File: src/hdl/int_arb_cfg.svh
// Constants for the priority interrupt arbiter
`ifndef INT_ARB_CFG_SVH
`define INT_ARB_CFG_SVH

`define CH_COUNT 14
`define CH_MAX 16
`define PRIO_W 3
`define CPL_RESET 3'h7
`define PRIO_LOWEST 3'h7
`define NEST_RESET 8'h00
`define IEN_RESET 1'b0
`define CS_RESET 8'h00
`define TOP_VECTOR 8'h04
`define VEC_BASE_LSB 5
`define VEC_IDX_LSB 1

`endif

File: src/hdl/int_arb_pkg.sv
// Types shared by the priority interrupt arbiter modules
`default_nettype none
`include "int_arb_cfg.svh"
package int_arb_pkg;
	typedef logic [`PRIO_W-1:0] prio_t;
	typedef logic [3:0] chan_idx_t;
	typedef enum logic [3:0] {
		ST_IDLE = 4'h0,
		ST_PUSH_PCL = 4'h1,
		ST_PUSH_PCH = 4'h2,
		ST_PUSH_CS = 4'h3,
		ST_PUSH_FLAG = 4'h4,
		ST_VECTOR = 4'h5,
		ST_POP_FLAG = 4'h6,
		ST_POP_CS = 4'h7,
		ST_POP_PCH = 4'h8,
		ST_POP_PCL = 4'h9,
		ST_RET_DONE = 4'ha
	} seq_state_t;
endpackage : int_arb_pkg
`default_nettype wire

File: src/hdl/arb_if.sv
// Request and winner signals between the sequencer and the chain arbiter
`timescale 1ns/1ps
`default_nettype none
`include "int_arb_cfg.svh"
interface arb_if import int_arb_pkg::*; #(parameter int N = `CH_COUNT);
	logic [N-1:0] req;
	logic [N*`PRIO_W-1:0] prio;
	logic win_valid;
	chan_idx_t win_idx;
	prio_t win_prio;
	modport arb (input req, input prio, output win_valid, output win_idx, output win_prio);
	modport user (output req, output prio, input win_valid, input win_idx, input win_prio);
endinterface : arb_if
`default_nettype wire

File: src/hdl/chain_arbiter.sv
// Lowest priority value wins; ties go to the lowest channel index
`timescale 1ns/1ps
`default_nettype none
`include "int_arb_cfg.svh"
module chain_arbiter import int_arb_pkg::*; #(parameter int N = `CH_COUNT) (
	arb_if.arb bus
);
	logic valid;
	chan_idx_t idx;
	prio_t best;

	// Scan from the tail so an equal level nearer the head replaces it
	always_comb begin
		valid = 1'b0;
		idx = 4'h0;
		best = `PRIO_LOWEST;
		for (int i = N - 1; i >= 0; i--) begin
			if (bus.req[i] && (!valid || bus.prio[i*`PRIO_W +: `PRIO_W] <= best)) begin
				valid = 1'b1;
				idx = 4'(i);
				best = bus.prio[i*`PRIO_W +: `PRIO_W];
			end
		end
	end

	assign bus.win_valid = valid;
	assign bus.win_idx = idx;
	assign bus.win_prio = best;
endmodule : chain_arbiter
`default_nettype wire

File: src/hdl/priority_interrupt_arbiter.sv
// Priority interrupt arbiter with entry and return stacking sequencer
// Summary of operation
// - Save off: use interrupt segment, stack PC, flags
// - Save on: push code segment, load from interrupt
// - Save on: return restores code segment from stack
// - Each channel has 3-bit priority, 0 highest
// - Top level request overrides, never interrupted, maskable option
// - Current priority level resets to seven
// - Software may read and write current level
// - Every instruction compares all interrupt and DMA requests
// - Acknowledge only when priority above current level
// - Priority seven requests never acknowledged
// - Nested: equal level never interrupts running routine
// - Fixed chain order breaks priority ties
// - Mode bit picks concurrent or nested arbitration
// - Concurrent mode leaves current level unchanged
// - Entry: disable, push PC low, high, segment, flags
// - Return: pop flags, segment, PC high, low; enable
// - Channel and maskable top requests wait while global enable is clear; DMA and nonmaskable top do not
// - Concurrent: enabled routine accepts any higher request
// - Vector: software base high bits, channel low bits
// - Vector table in interrupt segment first 256 bytes
// - Nested: mark old level, load acknowledged priority
`timescale 1ns/1ps
`default_nettype none
`include "int_arb_cfg.svh"
module priority_interrupt_arbiter import int_arb_pkg::*; #(
	parameter int NUM_CH = `CH_COUNT
) (
	input wire logic sys_clk,
	input wire logic rst,
	input wire logic instr_boundary,
	input wire logic [NUM_CH-1:0] irq_pending,
	input wire logic [NUM_CH-1:0] dma_pending,
	input wire logic [NUM_CH*`PRIO_W-1:0] channel_priority_field,
	input wire logic top_level_req,
	input wire logic top_level_maskable,
	input wire logic top_level_nonmaskable,
	input wire logic arbitration_mode_select,
	input wire logic segment_save_enable,
	input wire logic enable_interrupts_op,
	input wire logic cpl_wr,
	input wire logic [`PRIO_W-1:0] cpl_wdata,
	input wire logic [7:0] vector_select_reg,
	input wire logic iret_req,
	input wire logic [15:0] pc_in,
	input wire logic [7:0] flag_reg,
	input wire logic cs_wr,
	input wire logic [7:0] cs_wdata,
	input wire logic [7:0] interrupt_segment_reg,
	input wire logic [7:0] stack_rdata,
	output logic int_ack,
	output logic dma_grant,
	output logic [3:0] grant_channel,
	output logic ack_top_level,
	output logic [7:0] int_vector,
	output logic vec_fetch,
	output logic stack_push,
	output logic stack_pop,
	output logic [7:0] stack_wdata,
	output logic global_int_enable,
	output logic [`PRIO_W-1:0] current_priority_level,
	output logic [7:0] nesting_priority_stack,
	output logic [7:0] code_segment_reg,
	output logic [7:0] fetch_segment,
	output logic ret_done,
	output logic [15:0] ret_pc,
	output logic [7:0] ret_flags
);

	generate
		if (NUM_CH < 1 || NUM_CH > `CH_MAX) begin : g_bad_count
			$error("NUM_CH must be 1 to 16");
		end
	endgenerate

	seq_state_t state_ff, nxt_state;
	prio_t cpl_ff;
	logic [7:0] nest_ff;
	logic ien_ff;
	logic in_top_ff;
	logic use_isr_ff;
	logic [7:0] cs_ff;
	logic [7:0] vec_ff;
	chan_idx_t chan_ff;
	logic top_ff;
	logic [7:0] wdata_ff;
	logic [7:0] pc_hi_ff;
	logic [7:0] flag_ff;
	logic [15:0] ret_pc_ff;
	logic [7:0] ret_flags_ff;
	logic idle, iret_go, top_go, int_go, dma_go, ack_go;
	logic win_irq;

	arb_if #(.N(NUM_CH)) arb_bus ();

	chain_arbiter #(.N(NUM_CH)) u_chain (
		.bus(arb_bus)
	);

	assign arb_bus.req = irq_pending | dma_pending;
	assign arb_bus.prio = channel_priority_field;

	// Pending requests are levels held by their sources until acknowledged
	assign idle = state_ff == ST_IDLE;
	assign iret_go = idle && iret_req;
	assign win_irq = arb_bus.win_valid && irq_pending[arb_bus.win_idx];
	assign top_go = idle && !iret_req && instr_boundary && !in_top_ff && top_level_req &&
		(top_level_nonmaskable || (top_level_maskable && ien_ff));
	assign int_go = idle && !iret_req && instr_boundary && !in_top_ff && !top_go && ien_ff &&
		win_irq && (arb_bus.win_prio < cpl_ff);
	assign dma_go = idle && !iret_req && instr_boundary && !top_go && arb_bus.win_valid &&
		!win_irq;
	assign ack_go = top_go || int_go;

	// Returns the most recently saved level of the nesting stack
	function automatic prio_t lowest_set(input logic [7:0] v);
		prio_t r;
		r = `PRIO_LOWEST;
		for (int i = 7; i >= 0; i--) begin
			if (v[i]) begin
				r = 3'(i);
			end
		end
		return r;
	endfunction : lowest_set

	always_comb begin
		nxt_state = state_ff;
		case (state_ff)
			ST_IDLE: begin
				if (iret_go) begin
					nxt_state = ST_POP_FLAG;
				end else if (ack_go) begin
					nxt_state = ST_PUSH_PCL;
				end
			end
			ST_PUSH_PCL: nxt_state = ST_PUSH_PCH;
			ST_PUSH_PCH: nxt_state = segment_save_enable ? ST_PUSH_CS : ST_PUSH_FLAG;
			ST_PUSH_CS: nxt_state = ST_PUSH_FLAG;
			ST_PUSH_FLAG: nxt_state = ST_VECTOR;
			ST_VECTOR: nxt_state = ST_IDLE;
			ST_POP_FLAG: nxt_state = segment_save_enable ? ST_POP_CS : ST_POP_PCH;
			ST_POP_CS: nxt_state = ST_POP_PCH;
			ST_POP_PCH: nxt_state = ST_POP_PCL;
			ST_POP_PCL: nxt_state = ST_RET_DONE;
			ST_RET_DONE: nxt_state = ST_IDLE;
			default: nxt_state = ST_IDLE;
		endcase
	end

	always_ff @(posedge sys_clk or posedge rst) begin
		if (rst) begin
			state_ff <= ST_IDLE;
		end else begin
			state_ff <= nxt_state;
		end
	end

	// Global enable: cleared on entry, set by return or enable op
	always_ff @(posedge sys_clk or posedge rst) begin
		if (rst) begin
			ien_ff <= `IEN_RESET;
		end else if (ack_go) begin
			ien_ff <= 1'b0;
		end else if (state_ff == ST_RET_DONE || enable_interrupts_op) begin
			ien_ff <= 1'b1;
		end
	end

	// Current level and nesting stack
	always_ff @(posedge sys_clk or posedge rst) begin
		if (rst) begin
			cpl_ff <= `CPL_RESET;
			nest_ff <= `NEST_RESET;
		end else if (int_go && arbitration_mode_select) begin
			nest_ff[cpl_ff] <= 1'b1;
			cpl_ff <= arb_bus.win_prio;
		end else if (state_ff == ST_RET_DONE && arbitration_mode_select && !in_top_ff &&
			nest_ff != `NEST_RESET) begin
			cpl_ff <= lowest_set(nest_ff);
			nest_ff[lowest_set(nest_ff)] <= 1'b0;
		end else if (cpl_wr) begin
			cpl_ff <= cpl_wdata;
		end
	end

	// A top level routine runs until its own return
	always_ff @(posedge sys_clk or posedge rst) begin
		if (rst) begin
			in_top_ff <= 1'b0;
		end else if (top_go) begin
			in_top_ff <= 1'b1;
		end else if (state_ff == ST_RET_DONE) begin
			in_top_ff <= 1'b0;
		end
	end

	// Code segment and the interrupt segment substitution
	always_ff @(posedge sys_clk or posedge rst) begin
		if (rst) begin
			cs_ff <= `CS_RESET;
			use_isr_ff <= 1'b0;
		end else if (state_ff == ST_VECTOR) begin
			if (segment_save_enable) begin
				cs_ff <= interrupt_segment_reg;
			end else begin
				use_isr_ff <= 1'b1;
			end
		end else if (state_ff == ST_POP_CS) begin
			cs_ff <= stack_rdata;
		end else if (state_ff == ST_RET_DONE) begin
			if (!segment_save_enable) begin
				use_isr_ff <= 1'b0;
			end
		end else if (cs_wr) begin
			cs_ff <= cs_wdata;
		end
	end

	// Vector held from acknowledge until the next one; channel also reloads on a DMA grant
	always_ff @(posedge sys_clk or posedge rst) begin
		if (rst) begin
			vec_ff <= `TOP_VECTOR;
			chan_ff <= 4'h0;
			top_ff <= 1'b0;
		end else if (ack_go) begin
			top_ff <= top_go;
			chan_ff <= arb_bus.win_idx;
			if (top_go) begin
				vec_ff <= `TOP_VECTOR;
			end else begin
				vec_ff <= {vector_select_reg[7:`VEC_BASE_LSB], arb_bus.win_idx, 1'b0};
			end
		end else if (dma_go) begin
			chan_ff <= arb_bus.win_idx;
		end
	end

	// Stack write data, one byte ahead of each push cycle
	always_ff @(posedge sys_clk or posedge rst) begin
		if (rst) begin
			wdata_ff <= 8'h00;
			pc_hi_ff <= 8'h00;
			flag_ff <= 8'h00;
		end else if (ack_go) begin
			wdata_ff <= pc_in[7:0];
			pc_hi_ff <= pc_in[15:8];
			flag_ff <= flag_reg;
		end else if (state_ff == ST_PUSH_PCL) begin
			wdata_ff <= pc_hi_ff;
		end else if (state_ff == ST_PUSH_PCH) begin
			wdata_ff <= segment_save_enable ? cs_ff : flag_ff;
		end else if (state_ff == ST_PUSH_CS) begin
			wdata_ff <= flag_ff;
		end
	end

	// Restored program state collected from the pops
	always_ff @(posedge sys_clk or posedge rst) begin
		if (rst) begin
			ret_pc_ff <= 16'h0000;
			ret_flags_ff <= 8'h00;
		end else if (state_ff == ST_POP_FLAG) begin
			ret_flags_ff <= stack_rdata;
		end else if (state_ff == ST_POP_PCH) begin
			ret_pc_ff[15:8] <= stack_rdata;
		end else if (state_ff == ST_POP_PCL) begin
			ret_pc_ff[7:0] <= stack_rdata;
		end
	end

	assign int_ack = ack_go;
	assign dma_grant = dma_go;
	assign grant_channel = chan_ff;
	assign ack_top_level = top_ff;
	assign int_vector = vec_ff;
	assign vec_fetch = state_ff == ST_VECTOR;
	assign stack_push = state_ff inside {ST_PUSH_PCL, ST_PUSH_PCH, ST_PUSH_CS, ST_PUSH_FLAG};
	assign stack_pop = state_ff inside {ST_POP_FLAG, ST_POP_CS, ST_POP_PCH, ST_POP_PCL};
	assign stack_wdata = wdata_ff;
	assign global_int_enable = ien_ff;
	assign current_priority_level = cpl_ff;
	assign nesting_priority_stack = nest_ff;
	assign code_segment_reg = cs_ff;
	// The vector itself is always read from the interrupt segment table
	assign fetch_segment = (use_isr_ff || vec_fetch) ? interrupt_segment_reg : cs_ff;
	assign ret_done = state_ff == ST_RET_DONE;
	assign ret_pc = ret_pc_ff;
	assign ret_flags = ret_flags_ff;
endmodule : priority_interrupt_arbiter
`default_nettype wire

File: config.mk
export PLATFORM = sky130hd
export DESIGN_NAME = priority_interrupt_arbiter
export DESIGN_NICKNAME = d
export VERILOG_FILES = /design/src/hdl/int_arb_pkg.sv /design/src/hdl/arb_if.sv /design/src/hdl/chain_arbiter.sv /design/src/hdl/priority_interrupt_arbiter.sv
export VERILOG_INCLUDE_DIRS = /design/src /design/src/hdl
export SDC_FILE = /design/constraint.sdc
export NUM_CORES = 1
export LEC_CHECK = 0
export ABC_AREA = 0
export BUFFER_PORTS_ARGS = -buffer_cell sky130_fd_sc_hd__buf_2
export CORE_MARGIN = 8
export CORE_UTILIZATION = 45
export DETAILED_ROUTE_END_ITERATION = 7
export GPL_TIMING_DRIVEN = 0
export PLACE_DENSITY = 0.72
export SLEW_MARGIN = 20
export SYNTH_ARGS = -nofsm -noshare
export SYNTH_HDL_FRONTEND = slang
export SYNTH_SLANG_ARGS = --single-unit
File: constraint.sdc
create_clock -name sys_clk -period 53.8 [get_ports sys_clk]
set_input_delay 10.76 -clock sys_clk [delete_from_list [all_inputs] [get_ports sys_clk]]
set_output_delay 10.76 -clock sys_clk [all_outputs]
set_load 0.03 [all_outputs]
==> results of run 1 <==
[metal layers]
layer  track usage, %  up-vias
met5                0        -
met4             6.81        0
met3             6.85       30
met2             33.5      208
met1             25.5     3126
li1                 -     3180
[worst min-delay path by stage]
stage	end	from	slack (ns)
6_report	grant_channel[2]	grant_channel[2]	0.49
5_1_grt	grant_channel[2]	grant_channel[2]	0.51
4_1_cts	grant_channel[2]	grant_channel[2]	0.49
3_5_place_dp	grant_channel[2]	grant_channel[2]	0.48
3_3_place_gp	grant_channel[2]	grant_channel[2]	0.48
2_1_floorplan	flag_ff[5]	flag_ff[5]	0.48
[synthesized netlist by cell type (6+ instances only)]
library cell	instances
a21o_1	6
nor2_1	68
a211oi_1	15
o22ai_1	7
nand2b_1	8
nand4_1	10
nor4_1	7
nor2b_1	11
mux2i_1	26
dfrtp_1	82
ha_1	41
mux2_2	48
o31ai_1	16
o21a_1	13
or3_1	6
a21oi_1	44
nand2_1	47
clkbuf_1	13
inv_1	42
o21ai_0	55
nor3_1	12
or2_2	12
nand3_1	18
mux2_4	19
[cells in the final DEF, fill, tap and decap left out, types with 26 or more instances in the layout]
| master | netlist | routed |
|---|---|---|
| buf_2 | 3 | 216 |
| dfrtp_1 | 82 | 82 |
| nor2_1 | 68 | 68 |
| o21ai_0 | 55 | 55 |
| mux2_2 | 48 | 48 |
| nand2_1 | 47 | 47 |
| a21oi_1 | 44 | 44 |
| inv_1 | 42 | 41 |
| ha_1 | 41 | 41 |
| mux2i_1 | 26 | 26 |
[layout make-up]
| cell class | count | area (um2) | area share (%) |
|---|---|---|---|
| well taps | 184 | 230 | 2.75 |
| clock inverters | 6 | 75.1 | 0.896 |
| clock buffers | 10 | 229 | 2.73 |
| inverters | 42 | 160 | 1.91 |
| multi-input cells | 578 | 4290 | 51.2 |
| repair buffers | 214 | 1090 | 13.0 |
| plain buffers | 26 | 146 | 1.75 |
| flip-flops and latches | 86 | 2160 | 25.7 |
[cells by family after synthesis]
group                    after synthesis  share of synthesized area (%)
adder cells (fa/ha/maj)               41                           7.60
AO/OA/AOI/OAI                        214                           22.2
flip-flops                            86                           32.0
other                                  1                         0.0556
AND/OR/NAND/NOR                      226                           17.1
buffers and inverters                 68                           4.51
multiplexers                          95                           16.4
XOR/XNOR                               1                          0.130
[stage by stage]
step / std cells / setup slack, ns / hold slack, ns / instance area (um2) / util (%)
2_1_floorplan: 732 / 14.60 / 0.481 / 6750 / -
5_1_grt: 1146 / 8.17 / 0.509 / 8380 / 57.5
6_report: 1146 / 10.25 / 0.493 / 8380 / 57.5
4_1_cts: 1146 / 10.51 / 0.495 / 8380 / 57.5
3_3_place_gp: 1129 / 10.86 / 0.476 / 8040 / 55.1
3_5_place_dp: 1130 / 10.58 / 0.479 / 8080 / 55.4
==> flow_metrics.tcl, run 1 <==
set metrics [dict create \
    crit_family "compound AO/OA/AOI/OAI gates" \
    cp.arrival_ns 32.79 \
    postRouteAntennaNets 0 \
    r2r_cells 12 \
    cts_setup_buffers 0 \
    largest_reg_flops 16 \
    skew_ns 0.0128 \
    synth-main-ff-cell "dfrtp_1" \
    worst_pin_slew_ns 0.970 \
    antenna_found_initial 0 \
    period_share_pct 81.0 \
    grt_first_pass_wirelength_um 33300 \
    ctsHtreeMaxLevel 3 \
    synth_warnings 0 \
    slowest_delay_ns 0.70 \
    grt_pass1_vias 6628 \
    end_kind "primary output" \
    grt_use_total_pct 20.7 \
    num-nets-final 1139 \
    die_x_um 138 \
    postSynthCellCount 732 \
    synth-seq-cells 86 \
    clk_pin_slew_worst_paths_ns 0.06 \
    firstDrtPassIters 5 \
    numCtsBuffers 9 \
    drt_iter0_markers 332 \
    cts_hold_buffers 0 \
    die_height_um 138 \
    drive_gt1_share_pct 36.6 \
    clk_latency_ns 0.34 \
    drc_errors 0 \
    startpoint_type "input pin" \
    cp-startpoint "irq_pending[13]" \
    route.met2.wl_um 9460 \
    finalSetupViolations 0 \
    wl_met3_um 1510 \
    clk_path_buf_depth 2 \
    hold-path-cell-count 1 \
    clockRootBuffer "clkbuf_16" \
    cts.sinks 86 \
    crit_path_top_delay_cell "a221oi_1" \
    wl_per_cell_um 17.8 \
    synthTopCellsByArea "dfrtp_1 (30%), mux2_2 (8.0%), ha_1 (7.6%)" \
    crit_type "input pin to primary output" \
    cts_resized 0 \
    cp_max_fo 10 \
    overflow 0 \
    tns_ns 0 \
    num_rows 44 \
    synth_edf_count 0 \
    worst-path-stages 94 \
    grt_max_degree 54 \
    crit_required_ns 43.04 \
    routed.top_layer "met4" \
    synth.distinct_cells 80 \
    worstReg2RegEnd "grant_channel[3]" \
    syn_area_um2 6750 \
    via_per_inst 5.71 \
    cap_violations 0 \
    crit_path_frequent_cell "o21ai_0" \
    vias 6544 \
    rrSetupSlack_ns 50.12 \
    initial_utilization_pct 46.3 \
    timing.rr.start "state_ff[2]" \
    yosysTopAreaCellShare_pct 30.4 \
    wl_met1_um 8930 \
    finalCriticalPeriod_ns 43.55 \
    gp_congestion 0.876 \
    endpoint "int_ack" \
    antennaDiodeCount 0 \
    num_io_pins 220 \
    finalHoldViolCount 0 \
    avgSynthCellArea_um2 9.22 \
    core_um2 14600 \
    min_path_type "flip-flop to flip-flop" \
    fp.dieArea_um2 19200 \
    async_reset_ff_share_pct 100 \
    hpwl_um 16600 \
    syn_nets 914 \
    yosys.area.top_type "dfrtp_1" \
    wirelength_um 20400 \
    status "finished clean" \
    slew_violations 0 \
    syn_to_final_growth_pct 24.2 \
    slew_headroom_pct 34.8 \
    fmax_ghz 0.0230 \
    synth.yosys.seq_area_share_pct 32.0 \
    cts_tree "yes" \
    nFillCells 1362 \
    io_buffers 213 \
    path_buf_inv 11 \
    rsz0062_at_grt "false" \
]
Power of run 1 is not shown: default switching activity piles up to over one toggle a cycle in this logic, so the estimate is an artifact.
==> run 2, diff against run 1 <==
- PLACE_DENSITY: 0.72 -> 0.75
- clock period: 53.8 -> 39.1 ns (I/O delays scaled with it)
==> run 2 against run 1 <==
Sequential share of layout area decreased by 0.11 points. Critical path type unchanged. Routed wire length increased by 0.68%. Register-to-register slack got worse by 15 ns. Cell count about the same. Via count increased by 0.28%. Cell area increased by 0.45%. Worst hold slack got worse by 0.018 ns. Clock skew decreased by 0.0078 ns. Sequential cell count unchanged. Highest routed layer is now met5. Critical path depth increased by 2.
==> flow_metrics.tcl, run 2 (same netlist as run 1, synthesis figures left out) <==
set metrics [dict create \
    syn_to_final_growth_pct 24.8 \
    clk_latency_ns 0.34 \
    holdCritStartpoint "ack_top_level" \
    ctsHtreeMaxLevel 3 \
    wirelength_um 20600 \
    gp_congestion 0.895 \
    clk_path_buf_depth 2 \
    fmax_ghz 0.0270 \
    drive_gt1_share_pct 36.6 \
    die_height_um 138 \
    startpoint_type "input pin" \
    worst_pin_slew_ns 1.06 \
    hold-path-cell-count 1 \
    timing.rr.start "state_ff[2]" \
    slowest_delay_ns 0.67 \
    crit_type "input pin to primary output" \
    cts.sinks 86 \
    grt_max_degree 50 \
    end_kind "primary output" \
    grt_pass1_vias 6733 \
    grt_first_pass_wirelength_um 33100 \
    skew_ns 0.00499 \
    period_share_pct 94.6 \
    rrSetupSlack_ns 35.40 \
    grt_use_total_pct 20.7 \
    finalSetupViolations 0 \
    core_um2 14600 \
    crit_path_frequent_cell "o21ai_0" \
    num_io_pins 220 \
    cp.arrival_ns 29.16 \
    finalHoldViolCount 0 \
    cts_setup_buffers 0 \
    drt_iter0_markers 379 \
    final_cell_mix "buf_2 (216), dfrtp_1 (82), nor2_1 (68)" \
    final_common_cell "buf_2" \
    tns_ns 0 \
    slew_headroom_pct 28.9 \
    largest_reg_flops 16 \
    initial_utilization_pct 46.3 \
    r2r_cells 12 \
    firstDrtPassIters 5 \
    vias 6562 \
    slew_violations 0 \
    overflow 0 \
    io_buffers 213 \
    postRouteAntennaNets 0 \
    num_rows 44 \
    cap_violations 0 \
    numCtsBuffers 9 \
    cp_max_fo 10 \
    min_path_type "flip-flop to flip-flop" \
    crit_required_ns 31.28 \
    antenna_found_initial 4 \
    clockRootBuffer "clkbuf_16" \
    finalCriticalPeriod_ns 36.98 \
    hpwl_um 16800 \
    rsz0062_at_grt "false" \
    clk_pin_slew_worst_paths_ns 0.06 \
    num-nets-final 1139 \
    via_per_inst 5.72 \
    die_x_um 138 \
    crit_path_top_delay_cell "nor4_1" \
    drc_errors 0 \
    worstReg2RegEnd "grant_channel[1]" \
    hold_end "ack_top_level" \
    fp.dieArea_um2 19200 \
    wl_per_cell_um 17.9 \
    cts_tree "yes" \
    status "finished clean" \
]
==> run 2: worst max-delay path by stage <==
stage / from / end
floorplan: irq_pending[13] / int_ack
global placement: irq_pending[13] / int_ack
detailed placement: irq_pending[13] / int_ack
CTS: irq_pending[13] / int_ack
global route: irq_pending[13] / int_ack
finish: irq_pending[13] / int_ack
==> run 2: cell type report <==
type	count	area, um2
flip-flops and latches	86	2160
clock inverters	4	95.1
well taps	184	230
inverters	42	160
repair buffers	214	1090
clock buffers	11	243
fillers	1333	6170
diodes	2	5.00
plain buffers	26	146
multi-input cells	578	4300
==> run 2: metrics by stage <==
stage          cells  setup WS, ns  hold slack [ns]  utilization [%]  cell area, um2
3_3_place_gp    1129          2.18            0.468             55.1            8040
4_1_cts         1145          1.88            0.479             57.6            8410
3_5_place_dp    1130          1.95            0.463             55.3            8070
2_1_floorplan    732          5.78            0.481                -            6750
6_report        1147          2.12            0.475             57.7            8420
5_1_grt         1147        0.0251            0.513             57.7            8420
==> run 2: timing repair <==
action                                 in CTS  in global routing
setup endpoints to repair                   0                  2
hold buffers                                0                  0
gates resized for setup                     0                  1
endpoints found under the hold margin       0                  0
==> run 2: metal layers <==
layer	vias up	global-route usage (%)	wire length [um]
met5	-	0	22
met4	4	8.18	519
met3	33	5.58	1430
met2	243	34.9	9880
met1	3088	24.5	8700
li1	3194	-	-
==> run 2: worst max-delay path, delay by kind of cell <==
family	cells	cell delay, ns
muxes	2	0.74
adders and majority gates	13	3.42
AOI/OAI and AO/OA	47	11.68
and+or+nand+nor	23	3.70
buffers and inverters	11	1.78
Power of run 2 is left out for the same reason.
==> run 3, diff against run 2 <==
- PLACE_DENSITY: 0.75 -> 0.81
==> run 3 against run 2 <==
Critical path depth grew 2. Fmax fell by 0.85%. Global-route usage rose by 0.20 points. Setup slack worse by 0.32 ns. Non-clock buffer count did not move. Via count is 0.18% higher. Cell count stayed put. Routed wire length up 0.65%. Cell area down 0.43%. Clock skew is 0.0019 ns higher. Critical path type unchanged. Critical endpoint unchanged.
==> flow_metrics.tcl, run 3 (same netlist as run 1, synthesis figures left out) <==
set metrics [dict create \
    wl_per_cell_um 18.0 \
    end_kind "primary output" \
    multi_input_comb_area_um2 4300 \
    vias 6574 \
    grt_max_degree 53 \
    slew_violations 0 \
    regArea_um2 2160 \
    cts_tree "yes" \
    slowest_delay_ns 0.67 \
    overflow 0 \
    clk_pin_slew_worst_paths_ns 0.06 \
    crit_required_ns 31.28 \
    grt_use_total_pct 20.9 \
    holdCritStartpoint "ack_top_level" \
    via_per_inst 5.73 \
    cts_hold_buffers 0 \
    postRouteAntennaNets 0 \
    final_common_cell "buf_2" \
    hpwl_um 16800 \
    drt_iter0_markers 440 \
    drc_errors 0 \
    gp_congestion 0.940 \
    crit_path_frequent_cell "o21ai_0" \
    path_buf_inv 11 \
    cts_resized 0 \
    cp.arrival_ns 29.48 \
    syn_to_final_growth_pct 24.3 \
    crit_path_top_delay_cell "nor4_1" \
    clockRootBuffer "clkbuf_16" \
    nFillCells 1284 \
    grt_pass1_vias 6688 \
    num-nets-final 1139 \
    cts.sinks 86 \
    fmax_ghz 0.0268 \
    crit_family "compound AO/OA/AOI/OAI gates" \
    slew_headroom_pct 34.0 \
    skew_ns 0.00688 \
    ctsHtreeMaxLevel 3 \
    wirelength_um 20700 \
    finalSetupViolations 0 \
    final_cell_mix "buf_2 (216), dfrtp_1 (82), nor2_1 (68)" \
    cp_max_fo 10 \
    finalCriticalPeriod_ns 37.30 \
    num_io_pins 220 \
    clk_latency_ns 0.34 \
    antenna_found_initial 1 \
    cts_setup_buffers 0 \
    drive_gt1_share_pct 36.8 \
    num_rows 44 \
    die_x_um 138 \
    cp-startpoint "irq_pending[13]" \
    clk_path_buf_depth 2 \
    firstDrtPassIters 5 \
    worst_pin_slew_ns 0.982 \
    io_buffers 213 \
    period_share_pct 95.4 \
    min_path_type "flip-flop to flip-flop" \
    cap_violations 0 \
    tns_ns 0 \
    die_height_um 138 \
    timing.rr.start "state_ff[2]" \
    rsz0062_at_grt "false" \
    largest_reg_flops 16 \
    fp.dieArea_um2 19200 \
    status "finished clean" \
    core_um2 14600 \
    initial_utilization_pct 46.3 \
    startpoint_type "input pin" \
    crit_type "input pin to primary output" \
    grt_first_pass_wirelength_um 33400 \
    finalHoldViolCount 0 \
    numCtsBuffers 9 \
]
run 3: changes by cell type in the layout (fill, tap and decap cells not counted):
cell,delta
inv_6,+3
clkinv_2,+2
bufinv_16,-2
diode_2,-1
clkbuf_8,-1
buf_16,+1
buf_12,-1
clkbuf_1,-1
run 3: layer usage:
layer	track usage (%)	vias up	wire length, um
li1	-	3183	-
met4	8.58	0	541
met2	35.0	261	10000
met1	24.9	3094	8600
met3	5.41	36	1530
met5	0	-	0
run 3: path summary, 6_finish.rpt:
kind	to	slack (ns)	depth (start not counted)
setup reg to reg	grant_channel[1]	35.47	12
max in group asynchronous	ret_pc[15]	30.98	3
min in group asynchronous	global_int_enable	7.50	2
setup / recovery	int_ack	1.80	98
hold / removal	ack_top_level	0.48	1
hold reg to reg	ack_top_level	0.48	1
run 3: worst register-to-register path, stage by stage (launching register included):
cell and delay, ns:
dfrtp_1 0.44, nor2_1 0.34, nand4b_1 0.20, nor4b_1 0.65, nor2_1 0.14, o31ai_1 0.20, or4b_2 0.22, buf_1 0.30
a21oi_1 0.08, a41o_1 0.24, nor2_1 0.09, o21a_1 0.24, mux2_2 0.36
run 3: final cells by class:
cell class / instances / share of cell area [%]
diodes: 1 / 0.0298
plain buffers: 26 / 1.75
clock buffers: 9 / 2.69
clock inverters: 7 / 0.851
inverters: 42 / 1.91
multi-input cells: 578 / 51.3
flip-flops and latches: 86 / 25.7
well taps: 184 / 2.75
repair buffers: 214 / 13.0
run 3: stage by stage:
step	std cells	util (%)	cell area, um2	setup slack (ns)	hold WS, ns
2_1_floorplan	732	-	6750	5.78	0.481
3_3_place_gp	1129	55.1	8040	2.25	0.465
3_5_place_dp	1130	55.3	8070	1.88	0.473
4_1_cts	1146	57.4	8370	1.83	0.489
5_1_grt	1147	57.5	8380	0.0110	0.521
6_report	1147	57.5	8380	1.80	0.482
Power of run 3 is left out for the same reason.
